**config.mk**
```make
export PLATFORM = sky130hd
export DESIGN_NAME = power_mode_and_ext_irq_ctrl
export DESIGN_NICKNAME = d
export VERILOG_FILES = /design/src/rtl/pwr_mode_pkg.sv /design/src/rtl/power_mode_and_ext_irq_ctrl.sv
export VERILOG_INCLUDE_DIRS = /design/src /design/src/rtl
export SDC_FILE = /design/constraint.sdc
export NUM_CORES = 1
export LEC_CHECK = 0
export ABC_AREA = 1
export BUFFER_PORTS_ARGS = -buffer_cell sky130_fd_sc_hd__buf_2
export CAP_MARGIN = 20
export CORE_ASPECT_RATIO = 0.7
export CORE_MARGIN = 3
export CORE_UTILIZATION = 55
export CTS_CLUSTER_DIAMETER = 100
export DETAILED_ROUTE_END_ITERATION = 8
export PLACE_DENSITY = 0.8
export SLEW_MARGIN = 10
export SYNTH_ARGS = -nofsm -noshare
export SYNTH_HDL_FRONTEND = slang
export SYNTH_SLANG_ARGS = --single-unit
```
**constraint.sdc**
```tcl
create_clock -name clk_sys_in -period 2.1 [get_ports clk_sys_in]
set_input_delay 0.315 -clock clk_sys_in [delete_from_list [all_inputs] [get_ports clk_sys_in]]
set_output_delay 0.315 -clock clk_sys_in [all_outputs]
set_load 0.01 [all_outputs]
```
**src/rtl/pwr_mode_defs.svh**
```systemverilog
// constants for the power mode and external interrupt controller
// assumes a 100 MHz system clock and a plain strobe register port
//
// Overview of operation
// - sensitivity register holds four 2-bit fields, line 3 at top, line 0 at bottom
// - field codes: 00 fall+low, 01 rise, 10 fall, 11 both edges
// - sensitivity register writable only while the global interrupt mask is set
// - line 3 selects port B pin 0, 1 or 2; reset picks pin 0
// - line 2 selects port B pin 3 to 6; reset picks pin 3
// - line 2 routed to port B pin 4 cannot wake from halt
// - line 1 selects port A pin 4 to 7; reset picks pin 7
// - line 0 selects port A pin 0 to 3; reset picks pin 0
// - reset enters run mode with master clock from the oscillator
// - slow select divides clock by 32; wait in slow gives slow-wait
// - wait stops cpu, keeps peripherals, clears mask, leaves on any interrupt
// - servicing pushes condition codes, sets mask, restores it on pop
// - halt instruction enters plain halt only without active-halt and auto wake
// - halt is left only by reset or a halt-capable interrupt
// - halt exit restarts oscillator, waits 256 or 4096 cycles, then services
// - entering halt or active-halt forces mask clear; pending request wakes at once
// - halt stops oscillator and all internal and peripheral clocks
// - watchdog enabled at halt may reset instead, per option bit
// - active-halt chosen by base-1 enable or overflow enable with clock select 01
// - active-halt reset exit delays; interrupt exit services immediately
// - active-halt keeps only oscillator and selected timer running
// - with active-halt enabled, halt never gives a watchdog reset
// - maskable interrupts serviced only with mask clear; others stay latched
// - edge requests latched and cleared on entering the service routine

`ifndef PWR_MODE_DEFS_SVH
`define PWR_MODE_DEFS_SVH

// ==========================================================
// register map
`define ADDR_SENSE 4'h0
`define ADDR_PIN_SEL 4'h1
`define ADDR_CLK_CTRL 4'h2
`define ADDR_STATUS 4'h3
`define RESET_SENSE 8'h00
`define RESET_PIN_SEL 8'h0C
`define RESET_CLK_CTRL 8'h00
`define CLK_CTRL_SLOW_BIT 0
`define CLK_CTRL_LONG_BIT 1

// ==========================================================
// timing
`define SLOW_DIV 32
`define STAB_SHORT_CYC 256
`define STAB_LONG_CYC 4096

`endif

```
**src/rtl/pwr_mode_pkg.sv**
```systemverilog
// types for the power mode and external interrupt controller
// assumes the constants header is included by users
package pwr_mode_pkg;
    typedef enum logic [2:0] {
        MODE_RUN,
        MODE_WAIT,
        MODE_HALT,
        MODE_ACT_HALT,
        MODE_STAB
    } pwr_mode_t;

    typedef struct packed {
        logic [7:0] addr;
        logic [7:0] wdata;
        logic wr;
        logic rd;
    } reg_req_t;

    typedef struct packed {
        logic wait_instr;
        logic halt_instr;
        logic irq_enter;
        logic irq_return;
    } cpu_evt_t;

    typedef struct packed {
        logic base1_ie;
        logic ovf_ie;
        logic clk_sel_hi;
        logic clk_sel_lo;
        logic auto_wake_enable;
        logic watchdog_on;
        logic watchdog_in_halt_opt;
    } halt_cfg_t;
endpackage : pwr_mode_pkg

```
**src/rtl/power_mode_and_ext_irq_ctrl.sv**
```systemverilog
// power mode sequencer with external interrupt pin select and sensing
// assumes cpu events are one-cycle pulses on clk_sys_in and pins are asynchronous
`timescale 1ns/100ps
`include "pwr_mode_defs.svh"

module power_mode_and_ext_irq_ctrl
    import pwr_mode_pkg::*;
(
    input wire logic clk_sys_in,
    input wire logic resetn_in,
    input wire reg_req_t reg_req_in,
    output logic [7:0] reg_rdata_out,
    input wire cpu_evt_t cpu_evt_in,
    input wire halt_cfg_t halt_cfg_in,
    input wire logic other_irq_in,
    input wire logic other_halt_irq_in,
    input wire logic [7:0] port_a_in,
    input wire logic [7:0] port_b_in,
    output logic irq_mask_out,
    output logic [3:0] ext_irq_req_out,
    output logic cpu_run_out,
    output logic periph_clk_en_out,
    output logic osc_on_out,
    output logic timer_clk_en_out,
    output logic cpu_clk_en_out,
    output logic watchdog_reset_out,
    output pwr_mode_t mode_out
);

    // ==========================================================
    // registers and state
    logic [7:0] sense_reg;
    logic [7:0] pin_sel_reg;
    logic [1:0] clk_ctrl_reg;
    logic mask_reg;
    logic mask_saved_reg;
    logic [3:0] req_reg;
    // both ports are synchronised whole, {port b, port a}
    logic [15:0] sync1_reg;
    logic [15:0] sync2_reg;
    logic [3:0] prev_reg;
    logic [12:0] stab_cnt_reg;
    logic [4:0] slow_cnt_reg;
    logic wdg_rst_reg;
    logic [7:0] rdata_reg;
    pwr_mode_t mode_reg;
    pwr_mode_t mode_next;

    // 2-bit mux selecting one of four pins
    function automatic logic pick4(input logic [3:0] pins, input logic [1:0] sel);
        pick4 = pins[sel];
    endfunction : pick4

    // ==========================================================
    // pin routing
    wire [1:0] line3_pin_sel = pin_sel_reg[7:6];
    wire [1:0] line2_pin_sel = pin_sel_reg[5:4];
    wire [1:0] line1_pin_sel = pin_sel_reg[3:2];
    wire [1:0] line0_pin_sel = pin_sel_reg[1:0];
    // the mux reads only synchronised pins, never the raw pads
    wire [7:0] port_a_sync = sync2_reg[7:0];
    wire [7:0] port_b_sync = sync2_reg[15:8];
    // code 11 on line 3 is unassigned; it reads as idle high
    wire ext_line_three = pick4({1'b1, port_b_sync[2:0]}, line3_pin_sel);
    wire ext_line_two = pick4(port_b_sync[6:3], line2_pin_sel);
    wire ext_line_one = pick4(port_a_sync[7:4], line1_pin_sel);
    wire ext_line_zero = pick4(port_a_sync[3:0], line0_pin_sel);
    wire [3:0] raw_lines = {ext_line_three, ext_line_two, ext_line_one, ext_line_zero};

    // pins are asynchronous: two flops before use; the detector runs on the
    // sampling clock, which is kept live in halt as a separate wake source
    always_ff @(posedge clk_sys_in)
    begin
        if (!resetn_in)
        begin
            sync1_reg <= 16'hFFFF;
            sync2_reg <= 16'hFFFF;
            prev_reg <= 4'hF;
        end
        else
        begin
            sync1_reg <= {port_b_in, port_a_in};
            sync2_reg <= sync1_reg;
            prev_reg <= raw_lines;
        end
    end

    // ==========================================================
    // edge and level decode per line
    wire [3:0] rise = raw_lines & ~prev_reg;
    wire [3:0] fall = ~raw_lines & prev_reg;
    logic [3:0] edge_hit;
    logic [3:0] low_level;
    genvar gi;
    generate
        for (gi = 0; gi < 4; gi++)
        begin : g_sense
            wire [1:0] line_sense = sense_reg[2*gi+1:2*gi];
            assign edge_hit[gi] = (line_sense == 2'h0) ? fall[gi] :
                                  (line_sense == 2'h1) ? rise[gi] :
                                  (line_sense == 2'h2) ? fall[gi] :
                                  (rise[gi] | fall[gi]);
            assign low_level[gi] = (line_sense == 2'h0) & ~raw_lines[gi];
        end
    endgenerate

    // request = latched edge or live low level; a set in the same cycle
    // as the service clear wins so no edge is lost
    always_ff @(posedge clk_sys_in)
    begin
        if (!resetn_in)
            req_reg <= 4'h0;
        else
            req_reg <= (req_reg & {4{~cpu_evt_in.irq_enter}}) | edge_hit;
    end
    wire [3:0] ext_req = req_reg | low_level;
    assign ext_irq_req_out = ext_req & {4{~mask_reg}};

    // line 2 on port B pin 4 is not wake capable
    wire pb4_blocked = (line2_pin_sel == 2'h1);
    wire [3:0] halt_wake_mask = {1'b1, ~pb4_blocked, 2'b11};
    wire ext_wake = |(ext_req & halt_wake_mask);
    wire any_irq = (|ext_req) | other_irq_in;
    wire halt_wake = ext_wake | other_halt_irq_in;

    // ==========================================================
    // halt decision
    wire act_halt_en = halt_cfg_in.base1_ie |
        (halt_cfg_in.ovf_ie & ~halt_cfg_in.clk_sel_hi & halt_cfg_in.clk_sel_lo);
    wire plain_halt = ~act_halt_en & ~halt_cfg_in.auto_wake_enable;
    // active-halt suppresses the watchdog reset
    wire wdg_kill = halt_cfg_in.watchdog_on & ~halt_cfg_in.watchdog_in_halt_opt
        & ~act_halt_en;
    wire halt_go = cpu_evt_in.halt_instr & (mode_reg == MODE_RUN);
    wire [12:0] stab_len = clk_ctrl_reg[`CLK_CTRL_LONG_BIT] ?
        13'(`STAB_LONG_CYC) : 13'(`STAB_SHORT_CYC);

    // ==========================================================
    // mode sequencer
    always_comb
    begin
        mode_next = mode_reg;
        case (mode_reg)
            MODE_RUN:
            begin
                if (cpu_evt_in.wait_instr)
                    mode_next = MODE_WAIT;
                else if (halt_go && !wdg_kill && act_halt_en)
                    mode_next = MODE_ACT_HALT;
                else if (halt_go && !wdg_kill && plain_halt)
                    mode_next = MODE_HALT;
            end
            MODE_WAIT:
                if (any_irq)
                    mode_next = MODE_RUN;
            MODE_HALT:
                if (halt_wake)
                    mode_next = MODE_STAB;
            MODE_ACT_HALT:
                if (halt_wake)
                    mode_next = MODE_RUN;
            MODE_STAB:
                if (stab_cnt_reg == 13'h0001)
                    mode_next = MODE_RUN;
            default:
                mode_next = MODE_RUN;
        endcase
    end

    // reset exits land in stabilisation; the reset source is out of scope so
    // the delay after a system reset is the caller's, this block starts in run
    always_ff @(posedge clk_sys_in)
    begin
        if (!resetn_in)
        begin
            mode_reg <= MODE_RUN;
            stab_cnt_reg <= 13'h0000;
        end
        else
        begin
            mode_reg <= mode_next;
            if (mode_reg == MODE_HALT && halt_wake)
                stab_cnt_reg <= stab_len;
            else if (stab_cnt_reg != 13'h0000)
                stab_cnt_reg <= stab_cnt_reg - 13'h0001;
        end
    end

    // watchdog reset pulse on a forbidden halt
    always_ff @(posedge clk_sys_in)
    begin
        if (!resetn_in)
            wdg_rst_reg <= 1'b0;
        else
            wdg_rst_reg <= halt_go & wdg_kill;
    end
    assign watchdog_reset_out = wdg_rst_reg;

    // ==========================================================
    // global interrupt mask (set after reset: all interrupts disabled)
    always_ff @(posedge clk_sys_in)
    begin
        if (!resetn_in)
        begin
            mask_reg <= 1'b1;
            mask_saved_reg <= 1'b1;
        end
        else if (mode_reg == MODE_RUN && mode_next != MODE_RUN)
            mask_reg <= 1'b0;
        else if (cpu_evt_in.irq_enter)
        begin
            mask_saved_reg <= mask_reg;
            mask_reg <= 1'b1;
        end
        else if (cpu_evt_in.irq_return)
            mask_reg <= mask_saved_reg;
    end
    assign irq_mask_out = mask_reg;

    // ==========================================================
    // register writes
    wire wr_sense = reg_req_in.wr & (reg_req_in.addr[3:0] == `ADDR_SENSE);
    wire wr_sel = reg_req_in.wr & (reg_req_in.addr[3:0] == `ADDR_PIN_SEL);
    wire wr_clk = reg_req_in.wr & (reg_req_in.addr[3:0] == `ADDR_CLK_CTRL);
    always_ff @(posedge clk_sys_in)
    begin
        if (!resetn_in)
        begin
            sense_reg <= `RESET_SENSE;
            pin_sel_reg <= `RESET_PIN_SEL;
            clk_ctrl_reg <= 2'(`RESET_CLK_CTRL);
        end
        else
        begin
            if (wr_sense && mask_reg)
                sense_reg <= reg_req_in.wdata;
            if (wr_sel)
                pin_sel_reg <= reg_req_in.wdata;
            if (wr_clk)
                clk_ctrl_reg <= reg_req_in.wdata[1:0];
        end
    end

    // read mux: data valid in the cycle after the read strobe
    wire [7:0] rd_mux =
        (reg_req_in.addr[3:0] == `ADDR_SENSE) ? sense_reg :
        (reg_req_in.addr[3:0] == `ADDR_PIN_SEL) ? pin_sel_reg :
        (reg_req_in.addr[3:0] == `ADDR_CLK_CTRL) ? {6'h00, clk_ctrl_reg} :
        (reg_req_in.addr[3:0] == `ADDR_STATUS) ? {1'b0, mode_reg, req_reg} :
        8'h00;
    always_ff @(posedge clk_sys_in)
    begin
        if (!resetn_in)
            rdata_reg <= 8'h00;
        else if (reg_req_in.rd)
            rdata_reg <= rd_mux;
        else
            rdata_reg <= 8'h00;
    end
    assign reg_rdata_out = rdata_reg;

    // ==========================================================
    // clock enables: slow mode divides by 32
    always_ff @(posedge clk_sys_in)
    begin
        if (!resetn_in)
            slow_cnt_reg <= 5'h00;
        else
            slow_cnt_reg <= slow_cnt_reg + 5'h01;
    end
    wire slow_tick = (slow_cnt_reg == 5'(`SLOW_DIV - 1));
    wire rate_en = clk_ctrl_reg[`CLK_CTRL_SLOW_BIT] ? slow_tick : 1'b1;
    wire in_halt = (mode_reg == MODE_HALT);
    wire in_ahalt = (mode_reg == MODE_ACT_HALT);
    wire in_stab = (mode_reg == MODE_STAB);
    // wait keeps peripherals at the current rate: slow plus wait is slow-wait
    assign cpu_run_out = (mode_reg == MODE_RUN);
    assign cpu_clk_en_out = cpu_run_out & rate_en;
    assign periph_clk_en_out = (cpu_run_out | (mode_reg == MODE_WAIT)) & rate_en;
    assign osc_on_out = ~in_halt;
    assign timer_clk_en_out = (cpu_run_out | (mode_reg == MODE_WAIT) | in_ahalt) & rate_en;
    assign mode_out = mode_reg;

    // ==========================================================
    // checks
    a_sense_locked: assert property (@(posedge clk_sys_in) disable iff (!resetn_in)
        (wr_sense && !mask_reg) |=> $stable(sense_reg))
        else $error("sensitivity changed while mask clear");
    a_halt_mask_clr: assert property (@(posedge clk_sys_in) disable iff (!resetn_in)
        (mode_reg == MODE_RUN && mode_next == MODE_HALT) |=> !mask_reg)
        else $error("mask not cleared on halt entry");
    a_halt_osc_off: assert property (@(posedge clk_sys_in) disable iff (!resetn_in)
        in_halt |-> (!osc_on_out && !periph_clk_en_out && !cpu_clk_en_out))
        else $error("clocks running in halt");
    a_halt_exit_src: assert property (@(posedge clk_sys_in) disable iff (!resetn_in)
        (in_halt && !halt_wake) |=> in_halt)
        else $error("halt left without wake source");
    a_stab_delay: assert property (@(posedge clk_sys_in) disable iff (!resetn_in)
        (in_halt && halt_wake && !clk_ctrl_reg[`CLK_CTRL_LONG_BIT])
        |=> in_stab [*8] ##249 cpu_run_out)
        else $error("short stabilisation delay wrong");
    a_ahalt_fast: assert property (@(posedge clk_sys_in) disable iff (!resetn_in)
        (in_ahalt && halt_wake) |=> cpu_run_out)
        else $error("active-halt exit delayed");
    a_ahalt_no_wdg: assert property (@(posedge clk_sys_in) disable iff (!resetn_in)
        (halt_go && act_halt_en) |=> !watchdog_reset_out)
        else $error("watchdog reset in active-halt");
    a_wait_wake: assert property (@(posedge clk_sys_in) disable iff (!resetn_in)
        (mode_reg == MODE_WAIT && any_irq) |=> cpu_run_out ##0 !mask_reg)
        else $error("wait not left on interrupt");
    a_pb4_no_wake: assert property (@(posedge clk_sys_in) disable iff (!resetn_in)
        (in_halt && pb4_blocked && ext_req == 4'h4 && !other_halt_irq_in) |=> in_halt)
        else $error("pin 4 woke halt");
    a_mask_gate: assert property (@(posedge clk_sys_in) disable iff (!resetn_in)
        mask_reg |-> (ext_irq_req_out == 4'h0))
        else $error("request passed while masked");

    // ==========================================================
    // checks on clock gating, timer choice and request bookkeeping
    // active-halt keeps oscillator and timer, cpu and peripherals stop
    a_ahalt_clocks: assert property (@(posedge clk_sys_in) disable iff (!resetn_in)
        in_ahalt |-> (osc_on_out && !periph_clk_en_out && !cpu_clk_en_out))
        else $error("wrong clocks in active-halt");
    // timer choice must land in active-halt, not plain halt
    a_ahalt_entry: assert property (@(posedge clk_sys_in) disable iff (!resetn_in)
        (halt_go && act_halt_en && !wdg_kill && !cpu_evt_in.wait_instr) |=> in_ahalt)
        else $error("active-halt not entered");
    // a forbidden halt gives a watchdog pulse and no mode change
    a_wdg_pulse: assert property (@(posedge clk_sys_in) disable iff (!resetn_in)
        (halt_go && wdg_kill) |=> (watchdog_reset_out && cpu_run_out))
        else $error("watchdog pulse missing");
    // between slow ticks the cpu enable must stay low
    a_slow_gap: assert property (@(posedge clk_sys_in) disable iff (!resetn_in)
        (clk_ctrl_reg[`CLK_CTRL_SLOW_BIT] && !slow_tick) |-> !cpu_clk_en_out)
        else $error("cpu enabled between slow ticks");
    // service entry clears latched edges when no new edge arrives
    a_edge_clear: assert property (@(posedge clk_sys_in) disable iff (!resetn_in)
        (cpu_evt_in.irq_enter && edge_hit == 4'h0) |=> (req_reg == 4'h0))
        else $error("edge request not cleared");
    // service entry masks further interrupts
    a_enter_mask: assert property (@(posedge clk_sys_in) disable iff (!resetn_in)
        (cpu_evt_in.irq_enter && mode_next == mode_reg) |=> mask_reg)
        else $error("mask not set on service entry");

endmodule : power_mode_and_ext_irq_ctrl

```
==> metrics.cfg <==
[run_status]
status = finished, final reports clean

[drt]
drtIter0Drc = 202
vias_per_cell = 5.02
route.detailed.drc = 0
wl_per_cell_um = 12.2
ant_nets = 0
routed_wl_um = 7770
wl_met2_um = 3210
vias = 3202
first_pass_iters = 5
top_layer = met4
drt-met1-wl_um = 3800
met3_length_um = 643

[finish]
syn_to_final_growth_pct = 18.0
fin_nets = 607
drive_gt1_share_pct = 25.8
finalNonFillerCells = 638
diodes = 0
fillers = 519
utilization_pct = 69.2

[die]
die-area_um2 = 7890
die_y_um = 75.2
core_um2 = 6430
ioPinCount = 71
die_x_um = 105
initial_core_util_pct = 58.6
num_rows = 24

[sta]
hold_slack_ns = 0.141
hold_violations = 0
tightestPinTransition_ns = 0.577
slew_headroom_pct = 61.4
fin_crit_sh_pct = 89.7
period_needed_ns = 1.88
fmax_mhz = 531
finalSetupViolCount = 0
rsz0062_at_grt = false
slew_violations = 0
fin_setup_tns_ns = 0
fin_skew_ns = 0.00774

[clock_network]
cts_buffers = 9
clk_path_buf_depth = 2
cts_setup_buffers = 0
cts_tree = yes
cts_htree_levels = 3
insertion_delay_ns = 0.35
clockRootBuffer = clkbuf_8
cts_sinks = 88
cts_resized = 0
clk_pin_slew_ns = 0.08
cts-hold-fix-buffers = 0

[place]
place_congestion = 0.840
portBuffers = 65
dp_cells = 625
dp_hpwl_um = 5820

[global_routing]
grt_pass1_vias = 2823
grt-ovfl-total = 0
antenna_found_initial = 0
grt_usage_pct = 20.7
grt_max_degree = 44
grt_pass1_wl_um = 12800

[yosys]
synth_edf_count = 0
synth-seq-area-share_pct = 46.8
synth_area_um2 = 3770
ys_ff_latch = 88
synth_flop_cell = dfxtp_1
synthArstFlopShare_pct = 0
yosys.cell_types.count = 33
syn_area_per_cell_um2 = 7.95
synth.yosys.warnings = 0
syn_nets = 536
synth_cells = 474

[critical_path]
r2r_setup_slack_ns = 0.28
start_kind = flop
critPathCaptureType = output pin
worst-endpoint-arrival_ns = 1.57
critPathRequiredTime_ns = 1.78
cp_max_fo = 3
crit_type = flop to output pin

[pwr]
vdd_ir_drop_max_mv = 0.532
total_power_uw = 4480
powerDensity_nw_per_um2 = 1010
leakagePower_uw = 0.00209

[run]
max_cap_violations = 0

[hold_path]
hp-class = input pin to flop

[through the flow]
stage,worst slack [ns],cell area (µm²)
3_5_place_dp,0.323,4200
2_1_floorplan,0.566,3770
6_report,0.216,4450
5_1_grt,0.0828,4450
4_1_cts,0.193,4450
3_3_place_gp,0.367,4200
[cells in the mapped netlist (all sizes together) (3+ instances only)]
cell type / n / area [µm²]
o21ai: 21 / 105
or2: 32 / 200
nand2: 102 / 453
ha: 13 / 163
inv: 67 / 251
xnor2: 3 / 26.3
nor3: 7 / 35.0
o221ai: 5 / 43.8
nor2: 42 / 178
nand3: 21 / 133
o211ai: 6 / 45.0
clkbuf: 9 / 33.8
a21oi: 36 / 180
nand4: 5 / 31.3
xor2: 4 / 35.0
dfxtp: 88 / 1760
a31oi: 4 / 25.0
[where the power goes]
part	internal, µW	switching (µW)
clock	891	545
sequential	1820	117
combinational	447	657
[worst paths after layout]
kind                          startpoint                     endpoint  cells after the start
max           slow_cnt_reg[0]$_SDFF_PN0_               cpu_clk_en_out                      7
min                         port_a_in[3]      sync1_reg[3]$_SDFF_PN1_                      2
max reg2reg  pin_sel_reg[2]$_SDFFE_PN1P_  mask_saved_reg$_SDFFE_PN1P_                     15
min reg2reg     sync1_reg[12]$_SDFF_PN1_     sync2_reg[12]$_SDFF_PN1_                      1
[critical path, cell delays in order, from the launching register on]
cell and delay [ns]:
dfxtp_1 0.34, ha_1 0.21, nand2_1 0.09, nor2_1 0.05, ha_1 0.17, nor2_1 0.17
nor2_1 0.06, buf_2 0.14
[layer usage]
layer	GRT usage, %	vias up
met1	28.3	1425
met3	7.11	11
li1	-	1657
met5	0	-
met2	30.9	109
met4	7.28	0
[cell families (layout without fill, tap and decap cells)]
kind of cell,after synthesis,after routing,share of synthesized area (%)
AOI/OAI and AO/OA,77,77,11.6
xor gates and xnor gates,7,7,1.63
adders and majority gates,13,13,4.32
buffers and inverters,76,149,7.57
DFF,88,88,46.8
muxes,1,1,0.299
and+or+nand+nor,212,212,27.8
[layout by cell type (no fill, tap or decap), drive strengths merged, types with 13 or more instances in the layout]
cell type / count
nor2: 42
buf: 69
or2: 32
dfxtp: 88
nand3: 21
o21ai: 21
ha: 13
a21oi: 36
inv: 67
nand2: 102
[final cells by class]
cell class,count,area [µm²],area share [%]
Clock buffer,9,124,2.79
Clock inverter,4,120,2.70
Inverter,67,251,5.66
Multi-Input combinational cell,310,1720,38.7
Sequential cell,88,1760,39.6
Tap cell,91,114,2.56
Timing Repair Buffer,69,355,7.99
Note: power is estimated with default switching activity, not from simulation.
